<file path="config.mk">
export PLATFORM = sky130hd
export DESIGN_NAME = spi_port
export DESIGN_NICKNAME = d
export VERILOG_FILES = /design/src/logic/spi_port.v
export VERILOG_INCLUDE_DIRS = /design/src /design/src/logic
export SDC_FILE = /design/constraint.sdc
export NUM_CORES = 1
export LEC_CHECK = 0
export BUFFER_PORTS_ARGS = -buffer_cell sky130_fd_sc_hd__buf_2
export CAP_MARGIN = 20
export CELL_PAD_IN_SITES_DETAIL_PLACEMENT = 1
export CELL_PAD_IN_SITES_GLOBAL_PLACEMENT = 1
export CORE_ASPECT_RATIO = 0.6
export CORE_MARGIN = 2
export CORE_UTILIZATION = 30
export CTS_CLUSTER_SIZE = 28
export DETAILED_ROUTE_END_ITERATION = 8
export PLACE_DENSITY_LB_ADDON = 0.1
export SYNTH_ARGS = -nofsm -noshare
export SYNTH_HDL_FRONTEND = slang
export SYNTH_SLANG_ARGS = --single-unit
</file>
<file path="constraint.sdc">
create_clock -name ref_clk -period 2.95 [get_ports ref_clk]
set_clock_uncertainty 0.05 [all_clocks]
set_input_delay 0.1475 -clock ref_clk [delete_from_list [all_inputs] [get_ports ref_clk]]
set_output_delay 0.1475 -clock ref_clk [all_outputs]
set_load 0.01 [all_outputs]
</file>
<file path="src/logic/spi_port_defines.vh">
// Purpose: constants for the serial port register block
// Assumes: 8-bit special function register bus
// Notes: offsets other than configuration are arbitrary placements
`ifndef SPI_PORT_DEFINES_VH
`define SPI_PORT_DEFINES_VH
// ****************************************
// Register offsets
// ****************************************
`define OFS_CFG 8'hA1
`define OFS_CTRL 8'hF8
`define OFS_DATA 8'hA3
`define OFS_RATE 8'hA2
// ****************************************
// Configuration fields
// ****************************************
`define CFG_BUSY 7
`define CFG_MASTER 6
`define CFG_CPHA 5
`define CFG_CPOL 4
`define CFG_SEL 3
`define CFG_RAW 2
`define CFG_SHIFT_REGISTER_EMPTY_FLAG 1
`define CFG_RECEIVE_BUFFER_EMPTY_FLAG 0
// ****************************************
// Control fields
// ****************************************
`define CTL_DONE 7
`define CTL_WCOL 6
`define CTL_OVR 4
`define CTL_TXBMT 1
`define CTL_EN 0
// ****************************************
// Reset values and counts
// ****************************************
`define RATE_RST 8'h00
`define BYTE_RST 8'h00
`define LAST_EDGE 5'h10
`define LAST_BIT 3'h7
`define SLH_WAIT 3'h4
`define FIFO_FULL 2'h2
`define PIN_RST 4'hF
`endif

</file>
<file path="src/logic/spi_port.v">
// Purpose: serial port with configuration/status, master and slave link timing
// Assumes: link pins are asynchronous to ref_clk and are synchronised here
// Notes: slave timing figures are counted from the synchronised pin levels
`timescale 1ns/1ps
`include "spi_port_defines.vh"
`default_nettype none
module spi_port (
  input wire ref_clk,
  input wire rst_n,
  input wire [7:0] sfrAddr,
  input wire sfrWrite,
  input wire sfrRead,
  input wire [7:0] sfrWdata,
  output reg [7:0] sfrRdata,
  input wire sckIn,
  output reg sckOut,
  output wire sckOe,
  input wire mosiIn,
  output wire mosiOut,
  output wire mosiOe,
  input wire misoIn,
  output wire misoOut,
  output wire misoOe,
  input wire slaveSelectN
);
  // ****************************************
  // Pin synchronisers
  // ****************************************
  // Bit order: 3 sck, 2 mosi, 1 miso, 0 select
  reg [3:0] pinS1;
  reg [3:0] pinS2;
  reg [3:0] pinS3;
  wire [3:0] pinRaw = {sckIn, mosiIn, misoIn, slaveSelectN};
  genvar gi;
  generate
    for (gi = 0; gi < 4; gi = gi + 1)
    begin : gSync
      always @(posedge ref_clk or negedge rst_n)
      begin
        if (!rst_n)
        begin
          pinS1[gi] <= 1'b1;
          pinS2[gi] <= 1'b1;
          pinS3[gi] <= 1'b1;
        end
        else
        begin
          pinS1[gi] <= pinRaw[gi];
          pinS2[gi] <= pinS1[gi];
          pinS3[gi] <= pinS2[gi];
        end
      end
    end
  endgenerate
  // ****************************************
  // State
  // ****************************************
  reg enable;
  reg master;
  reg cpha;
  reg cpol;
  reg [7:0] clockRate;
  reg doneFlag;
  reg wcolFlag;
  reg ovrFlag;
  reg [7:0] txBuf;
  reg txFull;
  reg selected;
  reg running;
  reg [4:0] edgeCnt;
  reg [7:0] divCnt;
  reg [7:0] txShift;
  reg [7:0] rxShift;
  reg outBit;
  reg shiftLoaded;
  reg [2:0] bitCnt;
  reg [2:0] slhCnt;
  reg [7:0] rxMem [0:1];
  reg wp;
  reg rp;
  reg [1:0] rxCnt;
  // ****************************************
  // Decode and link events
  // ****************************************
  wire wrCfg = sfrWrite && (sfrAddr == `OFS_CFG);
  wire wrCtl = sfrWrite && (sfrAddr == `OFS_CTRL);
  wire wrDat = sfrWrite && (sfrAddr == `OFS_DATA);
  wire wrRate = sfrWrite && (sfrAddr == `OFS_RATE);
  wire rdDat = sfrRead && (sfrAddr == `OFS_DATA);
  wire rxEmpty = (rxCnt == 2'h0);
  wire rxFull = (rxCnt == `FIFO_FULL);
  wire slaveOn = enable && !master;
  wire sckEdge = pinS2[3] ^ pinS3[3];
  wire lead = sckEdge && (pinS2[3] != cpol);
  // Sample edge is the leading edge unless second-edge phase is chosen
  wire sampleE = sckEdge && (lead ^ cpha);
  wire shiftE = sckEdge && !(lead ^ cpha);
  wire selFall = pinS3[0] && !pinS2[0];
  wire tick = (divCnt == 8'h00);
  wire masterSample = running && tick && (edgeCnt < `LAST_EDGE) && (edgeCnt[0] == cpha);
  wire masterShift = running && tick && (edgeCnt < `LAST_EDGE) && (edgeCnt[0] != cpha);
  wire busy = running || (slaveOn && (bitCnt != 3'h0));
  // Master takes the pin two clocks before its edge; rates zero and one outrun the synchroniser
  wire [7:0] nextRx = {rxShift[6:0], master ? pinS2[1] : pinS2[2]};
  wire slavePush = slaveOn && !pinS2[0] && sampleE && (bitCnt == `LAST_BIT);
  wire masterPush = running && tick && (edgeCnt == `LAST_EDGE);
  wire rxPop = rdDat && !rxEmpty;
  wire [7:0] cfgRead = {busy, master, cpha, cpol, selected, pinS2[0],
    master || !shiftLoaded, rxEmpty};
  wire [7:0] ctlRead = {doneFlag, wcolFlag, 1'b0, ovrFlag, 2'b00, !txFull, enable};
  // ****************************************
  // Pin drive
  // ****************************************
  assign sckOe = enable && master;
  assign mosiOe = enable && master;
  assign mosiOut = outBit;
  // Driven from the synchronised select so release and drive stay under four clocks
  assign misoOe = slaveOn && !pinS2[0];
  assign misoOut = outBit;
  // ****************************************
  // Register read
  // ****************************************
  always @(posedge ref_clk or negedge rst_n)
  begin
    if (!rst_n)
      sfrRdata <= `BYTE_RST;
    else if (sfrRead)
    begin
      case (sfrAddr)
        `OFS_CFG: sfrRdata <= cfgRead;
        `OFS_CTRL: sfrRdata <= ctlRead;
        `OFS_DATA: sfrRdata <= rxEmpty ? `BYTE_RST : rxMem[rp];
        `OFS_RATE: sfrRdata <= clockRate;
        default: sfrRdata <= `BYTE_RST;
      endcase
    end
  end
  // ****************************************
  // Registers, engine and receive buffer
  // ****************************************
  always @(posedge ref_clk or negedge rst_n)
  begin
    if (!rst_n)
    begin
      enable <= 1'b0;
      master <= 1'b0;
      cpha <= 1'b0;
      cpol <= 1'b0;
      clockRate <= `RATE_RST;
      doneFlag <= 1'b0;
      wcolFlag <= 1'b0;
      ovrFlag <= 1'b0;
      txBuf <= `BYTE_RST;
      txFull <= 1'b0;
      selected <= 1'b0;
      running <= 1'b0;
      edgeCnt <= 5'h00;
      divCnt <= 8'h00;
      txShift <= `BYTE_RST;
      rxShift <= `BYTE_RST;
      outBit <= 1'b0;
      shiftLoaded <= 1'b0;
      bitCnt <= 3'h0;
      slhCnt <= 3'h0;
      rxMem[0] <= `BYTE_RST;
      rxMem[1] <= `BYTE_RST;
      wp <= 1'b0;
      rp <= 1'b0;
      rxCnt <= 2'h0;
      sckOut <= 1'b0;
    end
    else
    begin
      // Software writes first so hardware sets below win
      if (wrCfg)
      begin
        master <= sfrWdata[`CFG_MASTER];
        cpha <= sfrWdata[`CFG_CPHA];
        cpol <= sfrWdata[`CFG_CPOL];
      end
      if (wrCtl)
      begin
        doneFlag <= sfrWdata[`CTL_DONE];
        wcolFlag <= sfrWdata[`CTL_WCOL];
        ovrFlag <= sfrWdata[`CTL_OVR];
        enable <= sfrWdata[`CTL_EN];
      end
      if (wrRate)
        clockRate <= sfrWdata;
      if (wrDat)
      begin
        if (txFull)
          wcolFlag <= 1'b1;
        else
        begin
          txBuf <= sfrWdata;
          txFull <= 1'b1;
        end
      end
      // Two equal synchronised samples before the status flag follows
      if (pinS2[0] == pinS3[0])
        selected <= !pinS2[0];
      if (!running)
        sckOut <= wrCfg ? sfrWdata[`CFG_CPOL] : cpol;
      // Master engine; stalls while the receive buffer cannot take a byte
      if (enable && master)
      begin
        if (!running)
        begin
          if (txFull && !wrDat && !rxFull && !masterPush)
          begin
            running <= 1'b1;
            edgeCnt <= 5'h00;
            divCnt <= clockRate;
            txShift <= txBuf;
            outBit <= txBuf[7];
            txFull <= 1'b0;
          end
        end
        else if (tick)
        begin
          divCnt <= clockRate;
          if (edgeCnt == `LAST_EDGE)
            running <= 1'b0;
          else
          begin
            sckOut <= !sckOut;
            edgeCnt <= edgeCnt + 5'h01;
          end
        end
        else
          divCnt <= divCnt - 8'h01;
        if (masterSample)
          rxShift <= nextRx;
        if (masterShift)
        begin
          outBit <= cpha ? txShift[7] : txShift[6];
          txShift <= {txShift[6:0], 1'b0};
        end
      end
      else
        running <= 1'b0;
      // Slave engine
      if (!slaveOn)
      begin
        bitCnt <= 3'h0;
        slhCnt <= 3'h0;
      end
      else if (selFall)
      begin
        bitCnt <= 3'h0;
        outBit <= txFull ? txBuf[7] : 1'b0;
        txShift <= txFull ? txBuf : `BYTE_RST;
        shiftLoaded <= txFull;
        if (txFull)
          txFull <= 1'b0;
      end
      else if (!pinS2[0])
      begin
        if (sampleE)
        begin
          rxShift <= nextRx;
          bitCnt <= bitCnt + 3'h1;
          if (bitCnt == `LAST_BIT)
          begin
            shiftLoaded <= 1'b0;
            if (cpha)
              slhCnt <= `SLH_WAIT;
          end
        end
        if (shiftE)
        begin
          if (!cpha && bitCnt == 3'h0)
          begin
            outBit <= txFull ? txBuf[7] : 1'b0;
            txShift <= txFull ? txBuf : `BYTE_RST;
            shiftLoaded <= txFull;
            if (txFull)
              txFull <= 1'b0;
          end
          else
          begin
            outBit <= cpha ? txShift[7] : txShift[6];
            txShift <= {txShift[6:0], 1'b0};
          end
        end
        if (slhCnt != 3'h0)
        begin
          slhCnt <= slhCnt - 3'h1;
          if (slhCnt == 3'h1)
          begin
            outBit <= txFull ? txBuf[7] : 1'b0;
            txShift <= txFull ? txBuf : `BYTE_RST;
            shiftLoaded <= txFull;
            if (txFull)
              txFull <= 1'b0;
          end
        end
      end
      // Receive buffer, two entries
      if (rxPop)
        rp <= !rp;
      if (masterPush || slavePush)
      begin
        doneFlag <= 1'b1;
        if (rxFull && !rxPop)
          ovrFlag <= 1'b1;
        else
        begin
          rxMem[wp] <= masterPush ? rxShift : nextRx;
          wp <= !wp;
        end
      end
      if ((masterPush || slavePush) && !(rxFull && !rxPop) && !rxPop)
        rxCnt <= rxCnt + 2'h1;
      else if (rxPop && !(masterPush || slavePush))
        rxCnt <= rxCnt - 2'h1;
    end
  end
endmodule
`default_nettype wire

</file>
== After elaboration in Yosys (flattened, before gate mapping) ==
Index checks and enable logic that the tools add are counted.
W data, S select, Z words.

* Input bits: 24
* Output and inout bits: 14
* Bits in registers: 102
* Word-level logic and storage cells: 240

* Multiplexer cells: 101
* Equal/unequal tests: 22
* Bitwise gates (word level): 6
* Reductions and logical operators: 64
* Order comparisons: 4
* Add/sub/neg operators: 6

{| class="wikitable"
|+ Operators by type and width
! operator !! number
|-
| $mux W8 || 27
|-
| $mux W1 || 54
|-
| $mux W3 || 11
|-
| $eq A8 B8 Y1 const B || 4
|-
| $pmux W8 S4 || 1
|-
| $logic_and A1 B1 Y1 || 30
|-
| $mux W5 || 4
|-
| $bwmux W16 || 1
|-
| $logic_not A1 Y1 || 16
|-
| $reduce_and A2 Y1 || 5
|-
| $ne A3 B1 Y1 const B || 3
|-
| $demux W8 S1 || 1
|-
| $logic_not A8 Y1 || 1
|-
| $sub A8 B1 Y8 const B || 1
|-
| $ne A2 B2 Y1 const B || 3
|-
| $ne A3 B2 Y1 const B || 2
|-
| $reduce_bool A2 Y1 || 3
|-
| $reduce_bool A3 Y1 || 2
|-
| $add A5 B1 Y5 const B || 1
|-
| $eq A5 B5 Y1 const B || 1
|-
| $lt A5 B5 Y1 const B || 1
|-
| $reduce_and A5 Y1 || 1
|-
| $ge A2 B2 Y1 const B || 2
|-
| $mux W2 || 2
|-
| 18 further kinds || 26
|}

== Logic depth before layout (Yosys ltp) ==
Gate-level depths: netlist of the first run.

* Depth in word-level cells: 18
* Gate-level depth with buffers: 9

== Worst setup path after synthesis of the first run ==
No wires, ideal clock.

* Path kind: register -> register
* From: register cpha
* To: register rxMem[0] (netlist name)
* Stages on the path, launching flop included: 8
* Path buffers: 2
* Path slack: 0.565 ns
* Arrival time: 2.211 ns
* Required time: 2.775 ns
* Cells stage by stage: dfrtp_1 > buf_2 > xnor2_1 > mux2i_1 > a21boi_2 > buf_6 > nor3b_4 > mux2_2

* Word-level cells in the longest chain between the ends: 6

{| class="wikitable"
|+ Ends and longest elaborated chain
! element !! line !! source
|-
| from (decl) || spi_port.v:60 || <nowiki>reg cpha;</nowiki>
|-
| from (signal assigned) || spi_port.v:178 || <nowiki>cpha <= sfrWdata[`CFG_CPHA];</nowiki>
|-
| $xor A1 B1 Y1 || spi_port.v:96 || <nowiki>wire sampleE = sckEdge && (lead ^ cpha);</nowiki>
|-
| $logic_and A1 B1 Y1 || spi_port.v:96 ||
|-
| $logic_and A1 B1 Y1 (2 in series) || spi_port.v:105 || <nowiki>wire slavePush = slaveOn && !pinS2[0] && sampleE && (bitCnt == `LAST_BIT);</nowiki>
|-
| $logic_or A1 B1 Y1 || spi_port.v:303 || <nowiki>if (masterPush || slavePush)</nowiki>
|-
| $reduce_and A2 Y1 (no line) || n/a ||
|-
| to (signal, indexed assignment) || spi_port.v:310 || <nowiki>rxMem[wp] <= masterPush ? rxShift : nextRx;</nowiki>
|-
| to (decl) || spi_port.v:78 || <nowiki>reg [7:0] rxMem [0:1];</nowiki>
|}

Every way passes these cells.
A chain may end at the register's enable or synchronous reset.

== Worst setup path in the final report of the first run ==
* From: register divCnt[0]
* To: register rxMem[12] (netlist name)

* Word-level cells in the longest chain between the ends: 5

{| class="wikitable"
|+ Ends and longest elaborated chain
! element !! line !! source
|-
| from (decl) || spi_port.v:71 || <nowiki>reg [7:0] divCnt;</nowiki>
|-
| from (signal assigned) || spi_port.v:214 || <nowiki>divCnt <= clockRate;</nowiki>
|-
| from (signal assigned) || spi_port.v:222 || <nowiki>divCnt <= clockRate;</nowiki>
|-
| from (signal assigned) || spi_port.v:232 || <nowiki>divCnt <= divCnt - 8'h01;</nowiki>
|-
| $logic_not A8 Y1 (*) || spi_port.v:99 || <nowiki>wire tick = (divCnt == 8'h00);</nowiki>
|-
| $logic_and A1 B1 Y1 (*) (2 in series) || spi_port.v:106 || <nowiki>wire masterPush = running && tick && (edgeCnt == `LAST_EDGE);</nowiki>
|-
| $mux W8 or $logic_or A1 B1 Y1 (tied branches) || spi_port.v:310, spi_port.v:303 ||
|-
| $bwmux W16 or $reduce_and A2 Y1 (tied branches) || n/a ||
|}

Mark *: on every way between the ends. The rest lies on a longest branch, timed or not.

==> run metrics, run 1 <==
Synth Register Bits between 100 and 150; GP Congestion ~0.80; syn nets between 500 and 600; min Tclk post-route ~2.6 ns; H-tree Lvls 3; number of detailed-route iterations in the first pass 4; CTS tree built; CP Data Required Time about 3.2 ns; crit path DAT 2.76 ns; Synthesis Warnings 0; Worst Path Max Fanout 9; fillcell total ~2,000; Post-synth EDFFs 0; Power Density 470 nW/um^2; Total Wirelength ~18,000 um; CTS Buffer Depth 2; WL/cell roughly 22 um; Yosys top cell area share between 40% and 50%; Syn Std Cell Area 5510 um^2; Synth cell types 69; slew at the pin closest to its max-slew limit ~0.75 ns; # IOs 38; core footprint around 18,000 um^2; std cell rows 38; Worst Setup Start Kind flip-flop; DIE AREA just under 20,000 um^2; starting density of the core between 30% and 40%; root buf cell clkbuf_16; Routed Antenna Nets 0; die extent in x 179 um; Critical Setup Path Class reg2reg; largest net degree at the start of global routing 77; Storage cell area around 2600 um^2; relative slew slack around half; Async SR Flop Fraction 100%; # hold bufs at CTS 7; CTS Sinks roughly 100; share of layout cells above drive strength 1 approximately 28%; final worst setup slack slightly below 0.4 ns; Tcrit/Tclk final 86.8%; Synth area leader dfrtp_1; post-synthesis sequential area ratio between 40 and 50%; Die H about 110 um; top cells by area, synth dfrtp_1 (42%), mux2_2 (11%), dfstp_2 (4.8%); final net count about 610; Overflow after GRT 0; Fmax achieved approximately 390 MHz; final hold violations 0; cts repair resizes 0; first-pass GRT wire length around 28,000 um; LEAKAGE ~2.8 nW; Worst setup EP type flip-flop; initial antenna violation count 0; vias roughly 4,400; multi-input logic area around 2800 um^2; TritonCTS Buffers 9; Slew Viols, Final 0; Worst VDD drop 0.000282 V; Iter 0 DRT Violations about 260; n_diodes 0; Syn-to-layout area delta 17.0%; vias in the first global route between 4,000 and 5,000; GRT Overall Usage between 10% and 20%; Setup WS pre-CTS 0.421 ns; Port Buffer Count 37; Max Cap Viol 0; dpl hpwl about 13,000 um; hold crit path type in2reg; post-synthesis cell count ~520; clk_lat worst skew about 0.36 ns; status finished, final reports clean; Via density 5.37; Final TNS setup 0 ns; ys flop type dfrtp_1; setup bufs post-CTS 0; Setup-failing EPs final 0; DRC Markers 0; Synth Area per Inst 10.6 um^2; RSZ-0062 raised after global routing no; Clk pin slew, worst setup/hold paths around 0.080 ns
[registers in the layout, indices dropped and copies added (netlist names), 2 cells and up]
name       flops
txShift        8
clockRate      8
rxShift        8
bitCnt         3
slhCnt         3
edgeCnt        5
pinS3          2
sfrRdata       8
divCnt         8
txBuf          8
pinS1          4
pinS2          3
rxMem         16
rxCnt          2
[metal layers]
layer	vias to the layer above	global-route usage, %	share of wire (%)
li1	2025	-	-
met1	2272	29.8	53
met2	74	27.4	41
met3	13	4.39	4.8
met4	0	4.70	0.95
met5	-	0	0
[logic make-up (layout without fill, tap and decap cells)]
family	count (synthesis)	count (layout)	synth area share, %
flops	102	102	46.6
buf+inv	46	104	3.61
compound gates	118	118	14.7
xor+xnor	7	7	1.11
simple gates	163	163	17.2
fa+ha+maj	9	9	2.04
mux	74	74	14.7
[Yosys cell counts, types with 16 or more instances]
cell type	count
dfrtp_1	92
mux2i_1	18
clkbuf_1	17
a21oi_1	23
nor3_1	16
o21ai_0	22
nand2_1	26
nand3_1	18
inv_1	19
mux2_2	56
nor2_1	32
[power by group]
part,switching [mW],internal (mW)
registers,0.0602,1.46
clock network,0.564,0.687
logic,0.150,0.109
total,0.774,2.25
[worst max-delay path: stages (launching register included)]
cell      delay [ns]
dfrtp_1         0.39
inv_1           0.13
ha_1            0.21
and4bb_2        0.31
nand3_4         0.18
a21boi_2        0.24
or3_1           0.59
mux2_2          0.35
[worst paths after layout]
check | startpoint | end | slack, ns | cells past startpoint
min reg2reg | pinS1[2] | pinS2[2] | 0.31 | 0
min | sfrWdata[5] | cpha | 0.03 | 2
max reg2reg | divCnt[0] | rxMem[12] | 0.39 | 7
max in group asynchronous | rst_n | cfgRead[2] | 1.86 | 3
max | divCnt[0] | rxMem[12] | 0.39 | 7
min in group asynchronous | rst_n | sfrRdata[1] | 0.20 | 2
[layout by cell type, fill, tap and decap left out, types with 10 or more instances in the layout]
master,n
a211oi_1,10
mux2i_1,18
nor3_1,16
nand3_1,18
mux2_2,56
nand2_1,26
dfstp_2,10
nor2_1,32
o21ai_0,22
inv_1,19
a21oi_1,23
buf_2,36
buf_4,24
dfrtp_1,92
[metrics by stage]
step                instances  util [%]  hold slack, ns  cell area, um^2  power [mW]
floorplan                 519         -          -0.198             5510        1.66
global placement          794      33.7          0.0508             6070        1.79
detailed placement        794      33.7          0.0570             6070        1.80
CTS                       817      35.8          0.0280             6440        3.08
global route              817      35.8          0.0245             6440        3.16
finish                    817      35.8          0.0320             6440        3.03
[area by class of cell]
| class | count | area share (%) |
|---|---|---|
| flip-flops and latches | 102 | 39.8 |
| clock buffers | 12 | 3.83 |
| multi-input cells | 371 | 42.7 |
| inverters | 20 | 1.17 |
| repair buffers | 68 | 6.99 |
| well taps | 240 | 4.66 |
| clock inverters | 4 | 0.855 |
No activity file was read; power rests on OpenSTA's default activity.
==> inputs of run 2 (changes only) <==
Settings changed: ABC_AREA set to 1.
==> run metrics, run 2 <==
status finished, final reports clean; worst hold path cell count 3; vias about 5,100; final hold violations 0; hold crit path type in2reg; Synthesis Warnings 0; clock power share around 34%; Max Cap Viol 0; Worst setup EP type flip-flop; Power Density 578 nW/um^2; Total Wirelength about 19,000 um; register with the most flip-flops rxMem; Final TNS setup 0 ns; Via density 5.00; vias in the first global route 5,158; n_diodes 0; share of layout cells above drive strength 1 between 10% and 20%; Port Buffer Count 37; CTS tree built; GRT Overall Usage between 10% and 20%; Slew Viols, Final 0; post-synthesis sequential area ratio 45.2%; hold slack final a little over 0.03 ns; Setup WS pre-CTS about 0.60 ns; most frequent cells in the layout nand2_1 (216), dfrtp_1 (92), inv_1 (81), o21ai_0 (71), nor2_1 (43); top cells by area, synth dfrtp_1 (41%), nand2_1 (14%), o21ai_0 (6.3%); post-synthesis cell count about 730; Synth Register Bits between 100 and 150; final net count 803; most common cell after layout, fill and taps aside nand2_1; Routed Antenna Nets 0; Flop pwr share approximately 45%; Syn-to-layout area delta 14.2%; CP Data Required Time around 3.2 ns; # IOs 38; Fmax achieved between 400 and 500 MHz; Worst Setup Start Kind flip-flop; first-pass GRT wire length approximately 30,000 um; most common cell in the synthesized netlist nand2_1; die extent in x roughly 180 um; Clk pin slew, worst setup/hold paths 0.08 ns; Critical Setup Path Class reg2reg; crit-path cells inv_1, ha_1, nand2_1, nor3_1, nand3_2, nand3_1, nand2_1, nand2_4, inv_2, o211ai_1, o21ai_1; GP Congestion a little over 0.8; CP most frequent cell nand2_1; relative slew slack between 40% and 50%; CTS Buffer Depth 2; crit path DAT 2.56 ns; clk_lat worst skew 0.37 ns; starting density of the core between 30 and 40%; Post-synth EDFFs 0; critical path's largest stage delay approximately 0.44 ns; DRC Markers 0; Synth Area per Inst just under 8 um^2; final instance area ~6500 um^2; CP max-delay cell dfrtp_1; Tcrit/Tclk final about four fifths; Synth area leader dfrtp_1; number of detailed-route iterations in the first pass 5; Iter 0 DRT Violations just under 300; CTS Sinks approximately 100; largest net degree at the start of global routing 49; core footprint approximately 18,000 um^2; Yosys top cell area share 40.5%; initial antenna violation count 0; LEAKAGE about 3.1 nW; max FFs per register 16; Placed Instance Area 6130 um^2; WL/cell approximately 19 um; Logic pwr share roughly a fifth; std cell rows 38; ys flop type dfrtp_1; min Tclk post-route 2.36 ns; slew at the pin closest to its max-slew limit 0.776 ns; dpl hpwl between 10,000 and 15,000 um; Worst Path Max Fanout 12; NetSw 1.24 mW; commonest cells in the netlist nand2_1 (216), dfrtp_1 (92), inv_1 (81); Synth cell types 45; Die H between 100 and 150 um; root buf cell clkbuf_16; H-tree Lvls 3; Worst VDD drop ~0.00029 V; Final Util between 30% and 40%; Setup-failing EPs final 0; Async SR Flop Fraction between 90% and 100%; syn nets about 760; sw frac between 30% and 40%; final worst setup slack just under 0.6 ns; depth of the worst register-to-register path 11; Int Pwr around 2.5 mW; DIE AREA 20,100 um^2; TritonCTS Buffers 9; RSZ-0062 raised after global routing no; Syn Std Cell Area between 5000 and 6000 um^2; Overflow after GRT 0
## run 2: worst max-delay path: cells and delay by family, from the launching register on
| kind | cells | cell delay (ns) |
|---|---|---|
| AND/OR/NAND/NOR | 6 | 1.13 |
| flip-flops | 1 | 0.44 |
| buffers and inverters | 2 | 0.27 |
| AO/OA/AOI/OAI | 2 | 0.19 |
| adder cells (fa/ha/maj) | 1 | 0.16 |
## run 2: path summary, 6_finish.rpt
| check | to | start | slack, ns |
|---|---|---|---|
| worst max-delay path | divCnt[5] | edgeCnt[0] | 0.59 |
| worst min-delay path | wcolFlag | sfrWdata[6] | 0.03 |
| worst max register to register | divCnt[5] | edgeCnt[0] | 0.59 |
| worst min register to register | pinS2[2] | pinS1[2] | 0.31 |
| max in group asynchronous | pinS2[3] | rst_n | 1.65 |
| min in group asynchronous | rxShift[5] | rst_n | 0.30 |
## run 2: power groups by stage
stage / logic (mW) / clock network [mW] / registers, mW
6_report: 0.796 / 1.28 / 1.67
3_3_place_gp: 0.758 / 0 / 1.69
3_5_place_dp: 0.791 / 0 / 1.70
5_1_grt: 0.915 / 1.39 / 1.69
2_1_floorplan: 0.536 / 0 / 1.65
4_1_cts: 0.799 / 1.33 / 1.67
## run 2: kinds of logic after synthesis
group,synth area share [%]
adders and majority gates,1.98
AOI/OAI and AO/OA,16.2
DFF,45.2
and+or+nand+nor,26.1
xor gates and xnor gates,1.52
buffers and inverters,8.35
muxes,0.749
## run 2: repair_timing
item | 4_1_cts | 5_1_grt
endpoints found under the hold margin | 48 | 0
hold buffers | 5 | 0
buffers inserted | 0 | 0
resized for setup | 0 | 0
## run 2: per-layer routing
layer  track usage [%]  vias up  share of wire, %
li1                  -     2462                 -
met1              31.0     2513                55
met2              26.9       87                39
met3              5.05       12               5.2
met4              3.63        0              0.77
met5                 0        -                 0
## run 2: through the flow
stage / power, mW / instances
after floorplan: 2.18 / 725
after global placement: 2.45 / 994
after detailed placement: 2.49 / 994
after CTS: 3.80 / 1015
after global routing: 4.00 / 1015
final: 3.75 / 1015
## run 2: area by class of cell
cell class	instances	area (um^2)
multi-input cells	513	2640
inverters	88	330
clock buffers	11	243
clock inverters	5	66.3
flip-flops and latches	102	2560
well taps	240	300
fillers	2211	11800
repair buffers	56	343
==> inputs of run 3 (changes only) <==
Clock period 2.95 ns to 2.2 ns, I/O delays scaled along.
==> run metrics, run 3 (synthesis results as in run 2) <==
most common cell after layout, fill and taps aside nand2_1; Tcrit/Tclk final about 94%; Fmax achieved 483 MHz; GP Congestion 0.832; die extent in x about 180 um; Final TNS setup 0 ns; Final Non-Filler Cells about 1,000; Logic pwr share between 20% and 30%; dpl hpwl 14,200 um; Via density just under 5; min Tclk post-route around 2.1 ns; most used routing layer met1; NetSw approximately 1.6 mW; Worst setup EP type flip-flop; fillcell total 2,230; Storage cell area 2560 um^2; slew at the pin closest to its max-slew limit a little over 0.5 ns; Final Util a little under two fifths; hold slack final around 0.027 ns; WL/cell ~18 um; Critical Setup Path Class reg2reg; CTS tree built; std cell rows 38; Int Pwr 3.52 mW; sw frac 31.4%; CTS Buffer Depth 2; crit path DAT ~2.3 ns; Worst VDD drop roughly 0.00038 V; DIE AREA approximately 20,000 um^2; number of detailed-route iterations in the first pass 4; starting density of the core 31.0%; first-pass GRT wire length roughly 30,000 um; Clk pin slew, worst setup/hold paths approximately 0.08 ns; initial antenna violation count 0; Worst Path Max Fanout 16; met3 Track Usage GR around 5.6%; Routed Antenna Nets 0; core footprint ~18,000 um^2; Syn-to-layout area delta 19.7%; final instance area 6800 um^2; Total Wirelength roughly 19,000 um; multi-input logic area about 2700 um^2; Die H 111 um; LEAKAGE about 3.3 nW; # IOs 38; Max Cap Viol 0; root buf cell clkbuf_16; Power Density approximately 750 nW/um^2; Flop pwr share a little over two fifths; vias about 5,200; n_diodes 0; M2 GR Usage between 20% and 30%; final hold violations 0; TritonCTS Buffers 9; most frequent cells in the layout nand2_1 (214), dfrtp_1 (92), inv_1 (81), o21ai_0 (71), nor2_1 (43); Worst Setup Start Kind flip-flop; H-tree Lvls 3; Port Buffer Count 37; CP Data Required Time 2.44 ns; largest net degree at the start of global routing 66; register with the most flip-flops rxMem; status finished, final reports clean; final net count just over 800; Setup-failing EPs final 0; Slew Viols, Final 0; clock power share 35.0%; Setup WS pre-CTS around 0.03 ns; routing usage on met1 a little under 30%; clk_lat worst skew between 0.3 and 0.4 ns; Total Power 5.13 mW; Iter 0 DRT Violations 294; vias in the first global route about 5,300; Placed Instance Area 6290 um^2; share of layout cells above drive strength 1 between 10% and 20%; DRC Markers 0; hold crit path type in2reg; Placed Instances just over 1,000; CTS Sinks between 100 and 150; final worst setup slack around 0.13 ns; Overflow after GRT 0; GRT Overall Usage around 20%; relative slew slack about two thirds; max FFs per register 16; RSZ-0062 raised after global routing yes
-- run 3: cell types whose count changed in the layout (fill, tap and decap cells not counted), moves of 2 or more --
cell and change:
buf_4 +16, dlygate4sd3_1 +5, buf_12 +3, nand2_1 -2
-- run 3: critical path, stage by stage, from the launching register on --
cell and delay, ns:
dfstp_2 0.56, inv_1 0.06, ha_1 0.23, nor2_1 0.29, buf_4 0.19, nand3_2 0.15
o31ai_4 0.11, buf_12 0.20, nor2_1 0.05, a21oi_1 0.11
-- run 3: power by group through the flow --
| stage | combinational [mW] | clock (mW) | sequential, mW |
|---|---|---|---|
| 5_1_grt | 1.26 | 1.91 | 2.27 |
| 3_5_place_dp | 1.08 | 0 | 2.27 |
| 6_report | 1.10 | 1.80 | 2.23 |
| 4_1_cts | 1.10 | 1.86 | 2.23 |
| 3_3_place_gp | 1.04 | 0 | 2.26 |
| 2_1_floorplan | 0.718 | 0 | 2.21 |
-- run 3: final timing paths --
kind                             start         end  slack (ns)  depth (start not counted)
min in group asynchronous        rst_n  rxShift[5]        0.23                          3
max                         cfgRead[2]  rxShift[6]        0.13                          9
min                        sfrWdata[4]     ovrFlag        0.03                          3
max reg2reg                 cfgRead[2]  rxShift[6]        0.13                          9
max in group asynchronous        rst_n    pinS3[0]        1.40                          3
min reg2reg                   pinS1[2]    pinS2[2]        0.31                          0
-- run 3: area by class of cell --
cell class | count | share of cell area [%]
inverters | 88 | 4.86
flip-flops and latches | 102 | 37.7
clock inverters | 4 | 1.14
well taps | 240 | 4.42
clock buffers | 12 | 3.62
repair buffers | 80 | 8.43
multi-input cells | 515 | 39.8
-- run 3: what timing repair did --
item                       4_1_cts  5_1_grt
hold buffers                    10        0
gates resized for setup          0        8
buffers inserted                 0        1
setup endpoints to repair        0       33
hold endpoints to repair       106        0
-- run 3: routing by layer --
metal	part of all wire, %	up-vias
li1	-	2513
met1	53	2539
met2	40	91
met3	6.4	11
met4	0.97	0
met5	0	-
